<file path="src/inc/tim_pkg.sv">
// timer prescaler and channel event flag constants
// assumes an APB slave with 32-bit data, one word per register
package tim_pkg;
   localparam int          NUM_CH        = 8;
   localparam int          PRE_W         = 7;
   localparam int          SEL_W         = 3;
   localparam int          ADDR_W        = 12;
   // register byte addresses
   localparam logic [11:0] OFS_CTRL      = 12'h000;
   localparam logic [11:0] OFS_FLAGS     = 12'h004;
   localparam logic [11:0] OFS_STATUS    = 12'h008;
   // control register fields
   localparam int          CTRL_SEL_LSB  = 0;
   localparam int          CTRL_FFC_BIT  = 4;
   // reset values
   localparam logic [2:0]  SEL_RST       = 3'h0;
   localparam logic [7:0]  FLAGS_RST     = 8'h00;
   localparam logic [31:0] ZERO_WORD     = 32'h0000_0000;
endpackage

</file>
<file path="src/hdl/tim_prescaler.sv">
// prescaler: divides the bus clock by 2**sel and emits one tick per timer clock
// assumes sel is held stable by the parent register
`timescale 1ns/1ps
`default_nettype none
module tim_prescaler #(
   parameter int PRE_W = tim_pkg::PRE_W,
   parameter int SEL_W = tim_pkg::SEL_W
) (
   // clock and reset
   input  wire logic             mclk,
   input  wire logic             reset,
   // selector from software
   input  wire logic [SEL_W-1:0] selReq,
   // timer clock tick and active selector
   output logic                  tick,
   output logic [SEL_W-1:0]      selAct
);
   logic [PRE_W-1:0] cnt_r;
   logic [SEL_W-1:0] sel_r;
   logic [PRE_W-1:0] mask;
   logic             wrap;

   always_comb begin
      mask = PRE_W'((1 << sel_r) - 1);
   end
   // wrap when all active stages are ones, so they clear to zero at the next edge
   assign wrap = ((cnt_r & mask) == mask);

   always_ff @(posedge mclk) begin
      if (reset) begin
         cnt_r <= '0;
      end else begin
         cnt_r <= wrap ? '0 : cnt_r + PRE_W'(1);
      end
   end

   always_ff @(posedge mclk) begin
      if (reset) begin
         sel_r <= tim_pkg::SEL_RST;
      end else if (wrap) begin
         sel_r <= selReq;
      end
   end

   assign tick   = wrap;
   assign selAct = sel_r;

   // next tick comes eight cycles after this one
   a_tick_period: assert property (@(posedge mclk) disable iff (reset)
      tick && sel_r == 3'h3 && selReq == 3'h3 |=> !tick [*7] ##1 tick)
      else $error("tick period wrong for divide by 8");
   a_sel_hold: assert property (@(posedge mclk) disable iff (reset)
      !$past(wrap) |-> $stable(sel_r))
      else $error("selector changed off a zero boundary");
   a_div_one: assert property (@(posedge mclk) disable iff (reset)
      sel_r == 3'h0 |-> tick)
      else $error("divide by one missed a tick");
   c_sel_change: cover property (@(posedge mclk) disable iff (reset)
      wrap && selReq != sel_r);
endmodule
`default_nettype wire

</file>
<file path="src/hdl/tim_channel_flags.sv">
// APB slave: timer control, channel event flags, prescale status
// assumes channel event and access strobes are one-cycle pulses on mclk
`timescale 1ns/1ps
`default_nettype none
module tim_channel_flags #(
   parameter int NUM_CH = tim_pkg::NUM_CH
) (
   // clock and reset
   input  wire logic              mclk,
   input  wire logic              reset,
   // apb slave
   input  wire logic              psel,
   input  wire logic              penable,
   input  wire logic              pwrite,
   input  wire logic [11:0]       paddr,
   input  wire logic [31:0]       pwdata,
   output logic                   pready,
   output logic                   pslverr,
   output logic [31:0]            prdata,
   // channel events and channel register accesses
   input  wire logic [NUM_CH-1:0] chEvent,
   input  wire logic [NUM_CH-1:0] capRead,
   input  wire logic [NUM_CH-1:0] cmpWrite,
   // timer clock and flags
   output logic                   timerTick,
   output logic [NUM_CH-1:0]      chFlags
);
   logic [2:0]        presSel_r;
   logic              fastFlagClearEnable_r;
   logic [NUM_CH-1:0] flags_r;
   logic [NUM_CH-1:0] flags_nxt;
   logic [NUM_CH-1:0] clrMask;
   logic [2:0]        selAct;
   logic              wrEn;
   logic              rdEn;
   logic              hit;
   logic [31:0]       prdata_r;

   assign hit = (paddr == tim_pkg::OFS_CTRL) || (paddr == tim_pkg::OFS_FLAGS)
             || (paddr == tim_pkg::OFS_STATUS);
   assign wrEn    = psel && penable && pwrite;
   assign rdEn    = psel && !penable && !pwrite;
   assign pready  = 1'b1;
   assign pslverr = psel && penable && !hit;

   // control register: prescale selector and fast clear enable
   always_ff @(posedge mclk) begin
      if (reset) begin
         presSel_r             <= tim_pkg::SEL_RST;
         fastFlagClearEnable_r <= 1'b0;
      end else if (wrEn && paddr == tim_pkg::OFS_CTRL) begin
         presSel_r             <= pwdata[tim_pkg::CTRL_SEL_LSB +: 3];
         fastFlagClearEnable_r <= pwdata[tim_pkg::CTRL_FFC_BIT];
      end
   end

   tim_prescaler u_pres (
      .mclk   (mclk),
      .reset  (reset),
      .selReq (presSel_r),
      .tick   (timerTick),
      .selAct (selAct)
   );

   // flag clear sources and next value per channel
   genvar g;
   generate
      for (g = 0; g < NUM_CH; g++) begin : g_ch
         assign clrMask[g] = (wrEn && paddr == tim_pkg::OFS_FLAGS && pwdata[g])
                          || (fastFlagClearEnable_r && (capRead[g] || cmpWrite[g]));
         assign flags_nxt[g] = chEvent[g] | (flags_r[g] & ~clrMask[g]);
      end
   endgenerate

   always_ff @(posedge mclk) begin
      if (reset) begin
         flags_r <= tim_pkg::FLAGS_RST;
      end else begin
         flags_r <= flags_nxt;
      end
   end
   assign chFlags = flags_r;

   // read data captured in setup, held through access
   always_ff @(posedge mclk) begin
      if (reset) begin
         prdata_r <= tim_pkg::ZERO_WORD;
      end else if (rdEn) begin
         unique case (paddr)
            tim_pkg::OFS_CTRL:   prdata_r <= {27'h0, fastFlagClearEnable_r, 1'b0, presSel_r};
            tim_pkg::OFS_FLAGS:  prdata_r <= {24'h0, flags_r};
            tim_pkg::OFS_STATUS: prdata_r <= {29'h0, selAct};
            default:             prdata_r <= tim_pkg::ZERO_WORD;
         endcase
      end
   end
   assign prdata = prdata_r;

   a_event_sets: assert property (@(posedge mclk) disable iff (reset)
      chEvent[0] |=> flags_r[0])
      else $error("event did not set flag 0");
   a_event_wins: assert property (@(posedge mclk) disable iff (reset)
      chEvent[1] && clrMask[1] |=> flags_r[1])
      else $error("clear beat a same-cycle event");
   a_w1c_clear: assert property (@(posedge mclk) disable iff (reset)
      wrEn && paddr == tim_pkg::OFS_FLAGS && pwdata[2] && !chEvent[2] |=> !flags_r[2])
      else $error("write one did not clear flag 2");
   a_w0_keep: assert property (@(posedge mclk) disable iff (reset)
      wrEn && paddr == tim_pkg::OFS_FLAGS && !pwdata[3] && flags_r[3]
      && !(fastFlagClearEnable_r && (capRead[3] || cmpWrite[3])) |=> flags_r[3])
      else $error("write zero changed flag 3");
   a_fast_clear: assert property (@(posedge mclk) disable iff (reset)
      fastFlagClearEnable_r && capRead[4] && !chEvent[4] |=> !flags_r[4])
      else $error("fast clear missed on capture read");
   a_no_fast: assert property (@(posedge mclk) disable iff (reset)
      !fastFlagClearEnable_r && cmpWrite[5] && flags_r[5]
      && !(wrEn && paddr == tim_pkg::OFS_FLAGS) |=> flags_r[5])
      else $error("flag cleared with fast clear off");
   a_sel_applied: assert property (@(posedge mclk) disable iff (reset)
      timerTick && presSel_r != selAct |=> selAct == $past(presSel_r))
      else $error("selector not applied at zero");
   a_div_two: assert property (@(posedge mclk) disable iff (reset)
      timerTick && selAct == 3'h1 && presSel_r == 3'h1 |=> !timerTick ##1 timerTick)
      else $error("divide by two wrong");
   a_ctrl_lands: assert property (@(posedge mclk) disable iff (reset)
      wrEn && paddr == tim_pkg::OFS_CTRL |=> presSel_r == $past(pwdata[2:0]))
      else $error("selector write did not land");
   a_ready_high: assert property (@(posedge mclk) disable iff (reset)
      psel && penable |-> pready)
      else $error("access phase without ready");
   a_err_mapped: assert property (@(posedge mclk) disable iff (reset)
      psel && penable && hit |-> !pslverr)
      else $error("error on a mapped register");

   // per-channel set, clear and keep
   generate
      for (g = 0; g < NUM_CH; g++) begin : g_chk
         a_any_set: assert property (@(posedge mclk) disable iff (reset)
            chEvent[g] |=> flags_r[g])
            else $error("event did not set its flag");
         a_any_clear: assert property (@(posedge mclk) disable iff (reset)
            wrEn && paddr == tim_pkg::OFS_FLAGS && pwdata[g] && !chEvent[g] |=> !flags_r[g])
            else $error("written one left a flag set");
         a_any_keep: assert property (@(posedge mclk) disable iff (reset)
            !clrMask[g] && flags_r[g] |=> flags_r[g])
            else $error("flag dropped with no clear");
      end
   endgenerate

   c_fast_clear: cover property (@(posedge mclk) disable iff (reset)
      fastFlagClearEnable_r && cmpWrite[0] && flags_r[0]);
   c_w1c: cover property (@(posedge mclk) disable iff (reset)
      wrEn && paddr == tim_pkg::OFS_FLAGS && |pwdata[7:0]);
   c_collide: cover property (@(posedge mclk) disable iff (reset)
      |(chEvent & clrMask));
endmodule
`default_nettype wire

</file>
<file path="config.mk">
export PLATFORM = sky130hd
export DESIGN_NAME = tim_channel_flags
export DESIGN_NICKNAME = d
export VERILOG_FILES = /design/src/inc/tim_pkg.sv /design/src/hdl/tim_prescaler.sv /design/src/hdl/tim_channel_flags.sv
export SDC_FILE = /design/constraint.sdc
export NUM_CORES = 1
export LEC_CHECK = 0
export BUFFER_PORTS_ARGS = -buffer_cell sky130_fd_sc_hd__buf_4
export CORE_MARGIN = 3
export CORE_UTILIZATION = 30
export DETAILED_ROUTE_END_ITERATION = 10
export HOLD_SLACK_MARGIN = 0.06
export MAX_ROUTING_LAYER = met4
export SLEW_MARGIN = 20
export SYNTH_ARGS = -nofsm -noshare
export SYNTH_HDL_FRONTEND = slang
export SYNTH_SLANG_ARGS = --single-unit
</file>
<file path="constraint.sdc">
create_clock -name mclk -period 1.95 [get_ports mclk]
set_input_delay 0.39 -clock mclk [delete_from_list [all_inputs] [get_ports mclk]]
set_output_delay 0.39 -clock mclk [all_outputs]
set_load 0.02 [all_outputs]
</file>
# --- Word level (Yosys, flattened, before mapping) ---
# Cells that the tools add are included.
word_totals:
  elab_cells: 84
  memories: 0
  in_bits: 73
  latchBits: 0
  register_bits: 54
  out_inout_bits: 43
  ramBits: 0
  mem_bits_ro: 0
classes:
  shift: 1
  addsub: 2
  n_bitwise: 25
  n_mul: 0
  n_eq_ne: 3
  reduce_logical: 46
  magnitude_cmp: 0
  n_div: 0
  muxes: 1
op_table:
  columns: ["cell", "count"]
  rows:
  - ["$pmux W8 S3", 1]
  - ["$logic_and A1 B1 Y1", 23]
  - ["$logic_or A1 B1 Y1", 18]
  - ["$eq A12 B3 Y1 const B", 1]
  - ["$eq A12 B4 Y1 const B", 1]
  - ["$logic_not A12 Y1", 1]
  - ["$and A1 B1 Y1", 8]
  - ["$not A1 Y1", 8]
  - ["$or A1 B1 Y1", 8]
  - ["$add A7 B1 Y7 const B", 1]
  - ["$and A7 B7 Y7", 1]
  - ["$eq A7 B7 Y1", 1]
  - ["$shl A1 B3 Y7 const A", 1]
  - ["$sub A7 B2 Y7 const B", 1]
  - ["$logic_not A1 Y1", 3]
  - ["$reduce_or A2 Y1", 1]

# --- Logic depth before layout (Yosys ltp) ---
logic_depth:
  depth_word: 8
  mapped_depth: 6
  depth_no_buf: 5

# --- Modules after synthesis ---
# A second synthesis with hierarchy kept.
hier_totals:
  cells_unflattened: 185
  area_unflattened_um2: 1660.3
by_module_without_submodules:
  columns: ["mod", "seq_area_each_um2", "instances", "cells_per_inst", "area_each_um2"]
  rows:
  - ["tim_channel_flags", 400.4, 1, 134, 1202.4]
  - ["tim_prescaler", 200.2, 1, 51, 457.9]

# --- Worst setup path after synthesis ---
# No wires, ideal clock.
synth_timing:
  path_kind: "reg2out"
  from: "register u_pres.cnt_r[0]"
  to: "output timerTick"
  arrival_time_ns: 1.289
  path_stages_with_launch: 5
  path_slack_ns: 0.271
  cell_sequence: "dfxtp_1 nand2_1 o31ai_1 nand2_1 inv_1"
synth_via:
  elab_chain_len: 2
synth_rtl:
  columns: ["element", "line_no", "text"]
  rows:
  - ["start: declaration", "tim_prescaler.sv:18", "logic [PRE_W-1:0] cnt_r;"]
  - ["start signal: assignment", "tim_prescaler.sv:33", "cnt_r <= wrap ? '0 : cnt_r + PRE_W'(1);"]
  - ["$and A7 B7 Y7", "tim_prescaler.sv:27", "assign wrap = ((cnt_r & mask) == mask);"]
  - ["$eq A7 B7 Y1", "tim_prescaler.sv:27", null]
  - ["end: declaration", "tim_channel_flags.sv:25", "output logic timerTick,"]
# Every way passes these cells.

# --- Final worst setup path ---
layout_timing:
  from: "input paddr[9]"
  to: "output pslverr"
layout_via:
  elab_chain_len: 5
  word_cells_on_any_way: 7
layout_rtl:
  columns: ["element", "line_no", "text"]
  rows:
  - ["start: declaration", "tim_channel_flags.sv:15", "input wire logic [11:0] paddr,"]
  - ["$eq A12 B3 Y1 or $logic_not A12 Y1 (tied branches)", "tim_channel_flags.sv:39", "assign hit = (paddr == tim_pkg::OFS_CTRL) || (paddr == tim_pkg::OFS_FLAGS)"]
  - ["$logic_or A1 B1 Y1", "tim_channel_flags.sv:39", null]
  - ["$logic_or A1 B1 Y1 *", "tim_channel_flags.sv:40", "|| (paddr == tim_pkg::OFS_STATUS);"]
  - ["$logic_not A1 Y1 *", "tim_channel_flags.sv:44", "assign pslverr = psel && penable && !hit;"]
  - ["$logic_and A1 B1 Y1 *", "tim_channel_flags.sv:44", null]
  - ["end: declaration", "tim_channel_flags.sv:18", "output logic pslverr,"]
# Every way passes the cells marked *; elsewhere a longest branch is shown, timed or not.

==> impl_metrics.tcl <==
set metrics [dict create \
    drt_drc_violations_left 0 \
    postRouteWirelength_mm 3.88 \
    regArea_um2 603 \
    antenna_found_initial 0 \
    initial_core_util 0.324 \
    worst_ep_required_time_ns 1.56 \
    synth_seq_cells 30 \
    yosysSeqAreaShare 0.378 \
    die_y_um 78.8 \
    io_buffers 66 \
    setup_viol 0 \
    period_minus_slack_ns 1.85 \
    clock_skew_ns 0.00348 \
    grt_util_all_layers 0.133 \
    drtPass1Iterations 5 \
    synthCells 180 \
    slew_viol_final 0 \
    status "finished clean" \
    diodes 0 \
    hold_path.class "input port to register" \
    fp.dieW_um 78.8 \
    synthDistinctLibCells 37 \
    cp-start-kind "input port" \
    wirelength_met1_mm 1.74 \
    num_rows 25 \
    post-cts-setup-buffer-count 0 \
    nets 325 \
    synth_fa_ha_area_frac 0.00787 \
    setup-tns-final_ns 0 \
    syn_area_mm2 0.00159 \
    finalPower_mw 1.35 \
    dp_hpwl_mm 3.05 \
    met3WireLength_um 364 \
    gp_congestion 0.787 \
    core-area_mm2 0.00491 \
    crit_start "paddr[9]" \
    grt_pass1_wl_mm 6.36 \
    rsz0062_at_grt "no" \
    area_growth_pct 35.4 \
    syn_avg_cell_area_um2 8.83 \
    first_iter_violations 45 \
    cp-end-kind "output pin" \
    ant_nets 0 \
    r2r-start "u_pres.cnt_r[1]" \
    numCtsBuffers 5 \
    final.period_utilization 0.949 \
    wire_per_inst_um 12.2 \
    fillers 519 \
    holdWs_ns 0.320 \
    powerDensity_mw_per_mm2 628 \
    cts-hold-fix-buffers 0 \
    peakVddDrop_mv 0.275 \
    grt_max_degree 15 \
    crit_fanout 2 \
    clk_pin_slew_ns 0.06 \
    place_inst 311 \
    instances_no_fill 319 \
    layout-drive-gt1-share 0.345 \
    viasPerCell 4.43 \
    synthMuxAreaShare 0.0504 \
    dr.max_layer_used "met4" \
    fmax_mhz 540 \
    cts_tree "built" \
    clockBufferDepth 2 \
    maxCapViolCount 0 \
    crit_type "input port to output pin" \
    synthXorXnorAreaFrac 0.0276 \
    hold_violations 0 \
    clock-sinks 30 \
    min-delay-start "chEvent[0]" \
    cp.arrival_ns 1.46 \
    pin_count 116 \
    synth-compound-area-share 0.192 \
    ys_warn_count 0 \
    grt_overflow 0 \
    leakagePower_nw 0.963 \
    wl_met2_mm 1.73 \
    clkLatencyLatePin_ns 0.27 \
    multi_input_area_um2 837 \
    htreeDepth 2 \
    grt_pass1_vias 1331 \
    root_buffer "clkbuf_8" \
    synthSimpleGateAreaFrac 0.190 \
    die-area_mm2 0.00621 \
    num_vias 1412 \
    synth_top_family_by_area "compound AO/OA/AOI/OAI gates" \
]
-- final cells by class --
class                           count  area share
Multi-Input combinational cell    141       0.389
Sequential cell                    30       0.280
Timing Repair Buffer               70       0.244
Clock buffer                        7      0.0401
Tap cell                           67      0.0390
Inverter                            3     0.00523
Clock inverter                      1     0.00233
-- stage by stage --
step	area, µm²	setup slack, ns	utilization
detailed placement	2060	0.0908	0.419
finish	2150	0.0993	0.438
CTS	2150	0.0839	0.438
global placement	2060	0.100	0.419
global route	2150	0.0114	0.438
floorplan	1680	0.271	-
-- Yosys cell counts (all sizes together) --
cell / number / share of area
dfxtp: 30 / 0.38
and3: 2 / 0.0079
nand2b: 1 / 0.0039
conb: 2 / 0.0047
and2: 1 / 0.0039
nand2: 17 / 0.040
ha: 1 / 0.0079
a211oi: 1 / 0.0047
and2b: 1 / 0.0047
o221a: 1 / 0.0071
a22o: 3 / 0.017
nor3: 1 / 0.0063
nor4: 4 / 0.044
a21o: 2 / 0.010
xor2: 3 / 0.017
a22oi: 4 / 0.019
clkbuf: 3 / 0.020
o22ai: 1 / 0.0039
o21ai: 12 / 0.038
and4: 1 / 0.0055
o31ai: 1 / 0.0047
nand3: 4 / 0.016
a21oi: 12 / 0.038
o21a: 8 / 0.038
a41o: 2 / 0.013
inv: 3 / 0.0071
nor2: 22 / 0.054
buf: 26 / 0.12
xnor2: 2 / 0.011
nand4: 1 / 0.0039
mux2i: 8 / 0.050
-- registers in the layout (all words and copies together), names as in the netlist --
register / flops
chFlags: 8
fastFlagClearEnable_r: 1
prdata: 8
presSel_r: 3
u_pres.cnt_r: 7
u_pres.selAct: 3
-- worst max-delay path: stages --
cell	delay, ns
buf_4	0.12
nor4_4	0.30
nand3_2	0.11
a21o_2	0.22
and3_1	0.17
buf_4	0.15
-- power by group --
part | switching, mW | internal [mW]
combinational | 0.115 | 0.0948
sequential | 0.0104 | 0.625
clock | 0.222 | 0.284
total | 0.347 | 1.00
-- cell families (layout without fill, tap and decap cells) --
group	count (synthesis)	after routing
muxes	8	8
buffers and inverters	32	81
adders and majority gates	1	1
and+or+nand+nor	55	55
xor gates and xnor gates	5	5
DFF	30	30
AOI/OAI and AO/OA	47	47
other	2	25
-- cell usage in the layout, fill, tap and decap left out, types with 2 or more instances in the layout --
| master | synthesis | final |
|---|---|---|
| dfxtp_1 | 30 | 28 |
| clkbuf_8 | 2 | 6 |
| xor2_1 | 3 | 3 |
| a22o_1 | 3 | 3 |
| inv_1 | 3 | 3 |
| buf_4 | 26 | 70 |
| a21oi_1 | 12 | 12 |
| conb_1 | 2 | 25 |
| o21ai_0 | 11 | 11 |
| o21a_1 | 8 | 8 |
| nand2_1 | 17 | 17 |
| a22oi_1 | 4 | 4 |
| a41o_1 | 2 | 2 |
| xnor2_1 | 2 | 2 |
| nor2_1 | 21 | 21 |
| mux2i_1 | 8 | 8 |
| nand3_1 | 3 | 3 |
| dfxtp_2 | 0 | 2 |
| and3_1 | 2 | 2 |
| nor4_4 | 3 | 3 |
-- path summary, 6_finish.rpt --
check,cells after the start,endpoint,slack [ns]
max reg2reg,6,u_pres.cnt_r[3],0.56
min,2,chFlags[0],0.32
max,6,pslverr,0.1
min reg2reg,1,u_pres.cnt_r[0],0.47
-- what timing repair did --
action                                  in CTS  in global routing
hold endpoints to repair                     0                  0
endpoints found under the setup margin       0                  1
resized for setup                            0                  2
-- layer usage --
layer | vias to the layer above | track usage
li1 | 721 | -
met1 | 612 | 0.172
met2 | 74 | 0.201
met3 | 5 | 0.0351
met4 | 0 | 0.0472
met5 | - | -
Note: power is estimated with default switching activity, not from simulation.
